===== config.mk =====
export PLATFORM = sky130hd
export DESIGN_NAME = pcm_regs
export DESIGN_NICKNAME = d
export VERILOG_FILES = /design/src/design/pcm_pkg.sv /design/src/design/pcm_regs.sv
export VERILOG_INCLUDE_DIRS = /design/src /design/src/design
export SDC_FILE = /design/constraint.sdc
export NUM_CORES = 1
export LEC_CHECK = 0
export ABC_AREA = 1
export BUFFER_PORTS_ARGS = -buffer_cell sky130_fd_sc_hd__buf_4
export CAP_MARGIN = 10
export CORE_MARGIN = 2
export CORE_UTILIZATION = 45
export CTS_CLUSTER_SIZE = 20
export DETAILED_ROUTE_END_ITERATION = 6
export MAX_ROUTING_LAYER = met4
export PLACE_DENSITY = 0.68
export SLEW_MARGIN = 20
export SYNTH_ARGS = -nofsm -noshare
export SYNTH_HDL_FRONTEND = slang
export SYNTH_SLANG_ARGS = --single-unit

===== constraint.sdc =====
create_clock -name clock_i -period 4.9 [get_ports clock_i]
set_clock_uncertainty 0.2 [all_clocks]
set_input_delay 0.245 -clock clock_i [delete_from_list [all_inputs] [get_ports clock_i]]
set_output_delay 0.245 -clock clock_i [all_outputs]
set_load 0.03 [all_outputs]

===== src/design/pcm_defines.svh =====
`ifndef PCM_DEFINES_SVH
`define PCM_DEFINES_SVH

// management register addresses
`define PCM_ADDR_CONTROL 5'h00
`define PCM_ADDR_STATUS 5'h01
`define PCM_ADDR_IDENT_HIGH 5'h02
`define PCM_ADDR_IDENT_LOW 5'h03
`define PCM_ADDR_EXT_CONTROL 5'h0d
`define PCM_ADDR_EXT_DATA 5'h0e

// control register fields
`define PCM_CTL_SOFT_RESET 15
`define PCM_CTL_PCS_LOOP 14
`define PCM_CTL_SPEED_LOW 13
`define PCM_CTL_AUTONEG 12
`define PCM_CTL_POWERDOWN 11
`define PCM_CTL_MII_DETACH 10
`define PCM_CTL_DUPLEX 8
`define PCM_CTL_COLL_TEST 7
`define PCM_CTL_SPEED_HIGH 6
`define PCM_CTL_ONE_WAY 5

// status register fields
`define PCM_STS_FD10_ABLE 12
`define PCM_STS_AN_COMPLETE 5
`define PCM_STS_AN_ABLE 3
`define PCM_STS_LINK 2
`define PCM_STS_EXT_CAPABLE 0

// extended access control function field
`define PCM_EXT_FUNC_HI 15
`define PCM_EXT_FUNC_LO 14

// reset values
`define PCM_CONTROL_RESET 16'h1100
`define PCM_STATUS_RESET 16'h1009
`define PCM_EXT_RESET 16'h0000

// length of the software reset cycle in clocks
`define PCM_SOFT_RESET_CYCLES 16

`endif


===== src/design/pcm_pkg.sv =====
package pcm_pkg;

  typedef struct packed {
    logic valid;
    logic write;
    logic [4:0] addr;
    logic [15:0] wdata;
  } pcm_mgmt_req_t;

  typedef struct packed {
    logic soft_reset;
    logic pcs_local_loop;
    logic soft_powerdown;
    logic mii_detach;
    logic autoneg_on;
  } pcm_phy_ctrl_t;

  typedef enum logic {
    PCM_IDLE,
    PCM_SOFT_RESET
  } pcm_state_t;

endpackage


===== src/design/pcm_regs.sv =====
`include "pcm_defines.svh"

// Notes on behaviour
// - control bit 15 write of one starts a self-clearing soft reset cycle
// - control bit 14 read/write, engages pcs local loopback, resets to zero
// - control bit 12 read-only autoneg indication, one unless forced link mode
// - control bit 11 powers down the phy; registers stay accessible
// - power-down reset value follows strap pin sampled after reset
// - control bit 10 read/write, detaches phy from mii, resets to zero
// - control bit 8 always reads one, writes ignored
// - control bit 7 always reads zero, writes ignored
// - speed bits 6 and 13 always read zero, writes ignored
// - control bit 5 always reads zero, writes ignored
// - decode control, status, two ident words, ext control and ext data
// - ext control bits 15:14 select the kind of ext data access
// - status link bit latches low until status is read
module pcm_regs #(
  parameter int unsigned SOFT_RESET_CYCLES = `PCM_SOFT_RESET_CYCLES,
  // identifier values are arbitrary
  parameter logic [15:0] IDENT_HIGH = 16'h1234,
  parameter logic [15:0] IDENT_LOW = 16'h5671
) (
  // clock and reset
  input wire logic clock_i,
  input wire logic reset_n_i,
  // management access
  input wire pcm_pkg::pcm_mgmt_req_t mgmt_req_i,
  output logic [15:0] mgmt_rdata_o,
  output logic mgmt_rvalid_o,
  // phy status inputs
  input wire logic powerdown_strap_pin_i,
  input wire logic link_up_i,
  input wire logic an_complete_i,
  input wire logic forced_link_mode_enable_i,
  // phy control outputs
  output pcm_pkg::pcm_phy_ctrl_t phy_ctrl_o,
  output logic [1:0] ext_access_function_select_o,
  output logic [15:0] ext_data_o,
  output logic ext_data_write_o
);

  localparam int unsigned CW = $clog2(SOFT_RESET_CYCLES + 1);

  pcm_pkg::pcm_state_t state;
  logic [CW-1:0] reset_count;
  logic pcs_local_loop;
  logic soft_powerdown;
  logic mii_detach;
  logic strap_pending;
  logic latched_link_state;
  logic [15:0] ext_reg_access_control;
  logic [15:0] ext_reg_access_data;
  logic [15:0] ctrl_value;
  logic [15:0] status_value;
  logic [15:0] next_rdata;
  logic wr;
  logic rd;
  logic wr_ok;
  logic soft_done;

  assign wr = mgmt_req_i.valid & mgmt_req_i.write;
  assign rd = mgmt_req_i.valid & ~mgmt_req_i.write;
  assign wr_ok = wr & (state == pcm_pkg::PCM_IDLE);
  assign soft_done = (state == pcm_pkg::PCM_SOFT_RESET) && (reset_count == '0);

  // soft reset sequencer
  always_ff @(posedge clock_i or negedge reset_n_i) begin
    if (!reset_n_i) begin
      state <= pcm_pkg::PCM_IDLE;
      reset_count <= '0;
    end else begin
      unique case (state)
        pcm_pkg::PCM_IDLE: begin
          if (wr_ok && mgmt_req_i.addr == `PCM_ADDR_CONTROL
              && mgmt_req_i.wdata[`PCM_CTL_SOFT_RESET]) begin
            state <= pcm_pkg::PCM_SOFT_RESET;
            reset_count <= CW'(SOFT_RESET_CYCLES - 1);
          end
        end
        pcm_pkg::PCM_SOFT_RESET: begin
          if (reset_count == '0) begin
            state <= pcm_pkg::PCM_IDLE;
          end else begin
            reset_count <= reset_count - 1'b1;
          end
        end
      endcase
    end
  end

  // writable control fields
  always_ff @(posedge clock_i or negedge reset_n_i) begin
    if (!reset_n_i) begin
      pcs_local_loop <= 1'b0;
      mii_detach <= 1'b0;
    end else if (soft_done) begin
      pcs_local_loop <= 1'b0;
      mii_detach <= 1'b0;
    end else if (wr_ok && mgmt_req_i.addr == `PCM_ADDR_CONTROL) begin
      pcs_local_loop <= mgmt_req_i.wdata[`PCM_CTL_PCS_LOOP];
      mii_detach <= mgmt_req_i.wdata[`PCM_CTL_MII_DETACH];
    end
  end

  // power-down, loaded from the strap one clock after reset release
  always_ff @(posedge clock_i or negedge reset_n_i) begin
    if (!reset_n_i) begin
      strap_pending <= 1'b1;
      soft_powerdown <= 1'b1;
    end else if (strap_pending) begin
      strap_pending <= 1'b0;
      soft_powerdown <= powerdown_strap_pin_i;
    end else if (soft_done) begin
      strap_pending <= 1'b1;
    end else if (wr_ok && mgmt_req_i.addr == `PCM_ADDR_CONTROL) begin
      soft_powerdown <= mgmt_req_i.wdata[`PCM_CTL_POWERDOWN];
    end
  end

  // extended access pair
  always_ff @(posedge clock_i or negedge reset_n_i) begin
    if (!reset_n_i) begin
      ext_reg_access_control <= `PCM_EXT_RESET;
      ext_reg_access_data <= `PCM_EXT_RESET;
    end else if (soft_done) begin
      ext_reg_access_control <= `PCM_EXT_RESET;
      ext_reg_access_data <= `PCM_EXT_RESET;
    end else if (wr_ok) begin
      if (mgmt_req_i.addr == `PCM_ADDR_EXT_CONTROL) begin
        ext_reg_access_control <= mgmt_req_i.wdata;
      end
      if (mgmt_req_i.addr == `PCM_ADDR_EXT_DATA) begin
        ext_reg_access_data <= mgmt_req_i.wdata;
      end
    end
  end

  // latch-low link status; a failing link wins over the read clear
  always_ff @(posedge clock_i or negedge reset_n_i) begin
    if (!reset_n_i) begin
      latched_link_state <= 1'b0;
    end else if (!link_up_i) begin
      latched_link_state <= 1'b0;
    end else if (rd && mgmt_req_i.addr == `PCM_ADDR_STATUS) begin
      latched_link_state <= 1'b1;
    end
  end

  // read values
  always_comb begin
    ctrl_value = 16'h0000;
    ctrl_value[`PCM_CTL_SOFT_RESET] = (state == pcm_pkg::PCM_SOFT_RESET);
    ctrl_value[`PCM_CTL_PCS_LOOP] = pcs_local_loop;
    ctrl_value[`PCM_CTL_AUTONEG] = ~forced_link_mode_enable_i;
    ctrl_value[`PCM_CTL_POWERDOWN] = soft_powerdown;
    ctrl_value[`PCM_CTL_MII_DETACH] = mii_detach;
    ctrl_value[`PCM_CTL_DUPLEX] = 1'b1;
    status_value = 16'h0000;
    status_value[`PCM_STS_FD10_ABLE] = 1'b1;
    status_value[`PCM_STS_AN_COMPLETE] = an_complete_i;
    status_value[`PCM_STS_AN_ABLE] = 1'b1;
    status_value[`PCM_STS_LINK] = latched_link_state;
    status_value[`PCM_STS_EXT_CAPABLE] = 1'b1;
    unique case (mgmt_req_i.addr)
      `PCM_ADDR_CONTROL: next_rdata = ctrl_value;
      `PCM_ADDR_STATUS: next_rdata = status_value;
      `PCM_ADDR_IDENT_HIGH: next_rdata = IDENT_HIGH;
      `PCM_ADDR_IDENT_LOW: next_rdata = IDENT_LOW;
      `PCM_ADDR_EXT_CONTROL: next_rdata = ext_reg_access_control;
      `PCM_ADDR_EXT_DATA: next_rdata = ext_reg_access_data;
      default: next_rdata = 16'h0000;
    endcase
  end

  // read answer, one clock after the request
  always_ff @(posedge clock_i or negedge reset_n_i) begin
    if (!reset_n_i) begin
      mgmt_rdata_o <= 16'h0000;
      mgmt_rvalid_o <= 1'b0;
    end else begin
      mgmt_rvalid_o <= rd;
      if (rd) begin
        mgmt_rdata_o <= next_rdata;
      end
    end
  end

  // ext data write strobe
  always_ff @(posedge clock_i or negedge reset_n_i) begin
    if (!reset_n_i) begin
      ext_data_write_o <= 1'b0;
    end else begin
      ext_data_write_o <= wr_ok && mgmt_req_i.addr == `PCM_ADDR_EXT_DATA;
    end
  end

  assign phy_ctrl_o.soft_reset = (state == pcm_pkg::PCM_SOFT_RESET);
  assign phy_ctrl_o.pcs_local_loop = pcs_local_loop;
  assign phy_ctrl_o.soft_powerdown = soft_powerdown;
  assign phy_ctrl_o.mii_detach = mii_detach;
  assign phy_ctrl_o.autoneg_on = ~forced_link_mode_enable_i;
  assign ext_access_function_select_o =
    ext_reg_access_control[`PCM_EXT_FUNC_HI:`PCM_EXT_FUNC_LO];
  assign ext_data_o = ext_reg_access_data;

  logic ctl_write;
  logic ctl_read;
  assign ctl_write = wr_ok && mgmt_req_i.addr == `PCM_ADDR_CONTROL;
  assign ctl_read = rd && mgmt_req_i.addr == `PCM_ADDR_CONTROL;
  // counts consecutive soft reset cycles, so the length needs no long repetition
  int unsigned soft_len;
  always_ff @(posedge clock_i or negedge reset_n_i) begin
    if (!reset_n_i) begin
      soft_len <= '0;
    end else begin
      soft_len <= phy_ctrl_o.soft_reset ? soft_len + 32'd1 : '0;
    end
  end
endmodule


==> impl_results.md <==
* Syn Inst Count at approximately 350
* Die Height at 87.28 um
* Max-cap violations at 0
* Root Driver: clkbuf_8
* Min-delay worst type: in2reg
* Post-route minimum period at between 2 and 2.5 ns
* Outcome: finished clean
* Total congestion overflow at 0
* Sequential area share after synthesis at a little under 50%
* GRT Overall Usage at slightly below 20%
* Highest fanout seen on the critical path at 51
* Fill cell count at ~630
* Routed Antenna Nets at 0
* Unique masters post-synth at 28
* Worst-path clk slew at around 0.070 ns
* Arr. time, crit path at approximately 2.2 ns
* IO Pins at 70
* Placed insts at 479
* Largest net degree at the start of global routing at 62
* DRT Wirelength at about 7000 um
* CTS tree: built
* Synth Net Count at 382
* Peak VDD IR at ~0.00019 V
* P_leak at ~2.1 nW
* Clock sinks at a little over 60
* Post-CTS Setup Inserts at 0
* Critical path class: reg2reg
* Final period utilization at 45.26%
* Worst slew pin tran at 0.7643 ns
* Post-cts hold buffer count at 12
* Synthesized flop and latch total at between 60 and 70
* Detailed placement HPWL at ~4700 um
* Nets@finish at between 400 and 500
* CP Data Required Time at between 4 and 5 ns
* Core Area at around 0.0068 mm^2
* Final hold vios at 0
* Critical Path Sink Type: flop
* Area Growth Syn to Fin at 24.70%
* Dpl cell area at between 0.003 and 0.004 mm^2
* Total number of vias at between 2000 and 3000
* Area of the die at 0.007617 mm^2
* Worst slew margin at between 40 and 50%
* Setup TNS Final at 0 ns
* Power, Total at approximately 1.3 mW
* DIE WIDTH at about 87 um
* YS warnings at 0
* Non-Filler Instances at roughly 500
* Initial Util at 46.19%
* Finished Cell Area at between 0.003 and 0.004 mm^2
* DR vias/cell at between 5 and 6
* Area of the mapped netlist at about 0.0031 mm^2
* Power density over the cells at about 330 mW/mm^2
* # DRC at 0
* Vias in the first global route at between 2000 and 2500
* Slew Viols, Final at 0
* Unrepaired setup endpoints after global routing: no
* Wirelength per Cell at between 10 and 15 um
* Placement row count at 30
* Final core area utilization at roughly 58%
* Setup crit start kind: flop
* H-Tree Depth at 3
* N_diodes at 0
* # setup viols final at 0
* Port Buffer Count at between 60 and 70
* Initial antenna violation count at 0
* First-pass GRT wire length at between 10000 and 15000 um
* Max Clock Freq at 450.9 MHz
* Mean Syn Cell Area at between 8 and 9 um^2
* Post-CTS resize count at 0
* Worst skew pair latency at approximately 0.33 ns
* Final GP Congestion at about 0.84
* Layout cells sized above 1 at around a third
* CTS Buf Count at 9
* 1st-iter DRT viols at 180
* Drt pass-1 iters at 4
* Clock buffer depth at 2
-- kinds of logic after synthesis --
| family | count (synthesis) | share of synthesized area, % |
|---|---|---|
| and+or+nand+nor | 205 | 33.56 |
| AOI/OAI and AO/OA | 41 | 8.701 |
| xor gates and xnor gates | 1 | 0.2807 |
| buffers and inverters | 43 | 8.059 |
| DFF | 61 | 49.00 |
| adders and majority gates | 1 | 0.4009 |
-- Yosys cell counts (all sizes together) --
master | number | area share (%)
a21oi | 3 | 0.48
buf | 19 | 5.1
clkbuf | 3 | 0.40
dfrtp | 59 | 47
dfstp | 2 | 1.7
ha | 1 | 0.40
inv | 21 | 2.5
nand2 | 126 | 16
nand3 | 54 | 12
nand4 | 4 | 0.80
nor2 | 20 | 4.8
nor3 | 1 | 0.16
o21a | 1 | 0.24
o21ai | 37 | 8.0
xor2 | 1 | 0.28
-- through the flow --
stage                     setup WS, ns  hold WS (ns)
after global routing             2.410       0.01149
after CTS                        2.290      0.004193
after detailed placement         2.299        0.1715
after floorplan                  3.270       -0.2506
final                            2.682      0.006965
after global placement           2.406        0.1710
-- worst max-delay path, stage by stage (launching register included) --
cell	delay, ns
dfrtp_1	0.38
inv_1	0.09
ha_1	0.19
nand2_1	0.07
nor2_1	0.24
nand3_4	0.53
nand2_1	0.30
o21ai_1	0.08
-- layer usage --
layer	global-route usage (%)	share of wire (%)	up-vias
met5	-	0	-
met4	6.853	1.1	0
met3	3.886	4.9	9
met2	29.61	49	67
met1	26.97	45	1198
li1	-	-	1284
-- power by group --
group | total [mW] | internal (mW) | switching (mW)
Sequential | 0.594 | 0.555 | 0.0393
Combinational | 0.270 | 0.108 | 0.162
Clock | 0.439 | 0.247 | 0.191
-- placed cells by master, fill, tap and decap left out --
cell type,instances
inv_2,6
clkbuf_1,2
xor2_1,1
nor2_1,9
o21ai_1,16
nand3_2,13
buf_4,69
nand2_1,120
nand3_1,38
nand4_1,4
dfstp_2,2
nor2_2,7
nand3_4,3
nand2_2,2
dlygate4sd3_1,12
dfrtp_1,59
o21a_1,1
o21ai_2,17
nor2_4,1
nor2_8,3
nand2_4,4
o21ai_0,4
clkinv_2,2
clkinvlp_4,1
inv_1,15
clkbuf_8,10
a21oi_1,3
ha_1,1
nor3_1,1
bufinv_16,1
-- sequential cells by signal, indices dropped and copies added (netlist names), 5 cells and up --
register and flops:
ext_reg_access_control 16, reset_count 5, mgmt_rdata_o 16, ext_data_o 16
-- area by class of cell --
class                   instances  area, um^2  share of cell area, %
flip-flops and latches         61        1529                  39.29
multi-input cells             248        1353                  34.76
repair buffers                 81       638.1                  16.40
clock buffers                  12       145.1                  3.730
well taps                      80       100.1                  2.572
inverters                      21       78.83                  2.026
clock inverters                 4       47.55                  1.222
-- worst paths after layout --
kind	start	end	slack, ns	cells past startpoint
worst max register to register	reset_count[0]$_DFFE_PN0P_	ext_reg_access_control[6]$_DFFE_PN0P_	2.68	7
worst min-delay path	mgmt_req_i[12]	ext_data_o[12]$_DFFE_PN0P_	0.007	3
min in group asynchronous	reset_n_i	mgmt_rvalid_o$_DFF_PN0_	0.31	2
worst max-delay path	reset_count[0]$_DFFE_PN0P_	ext_reg_access_control[6]$_DFFE_PN0P_	2.68	7
worst min register to register	mgmt_rdata_o[3]$_DFFE_PN0P_	mgmt_rdata_o[3]$_DFFE_PN0P_	0.28	2
max in group asynchronous	reset_n_i	reset_count[4]$_DFFE_PN0P_	3.67	2
(Power assumes the default switching activity.)
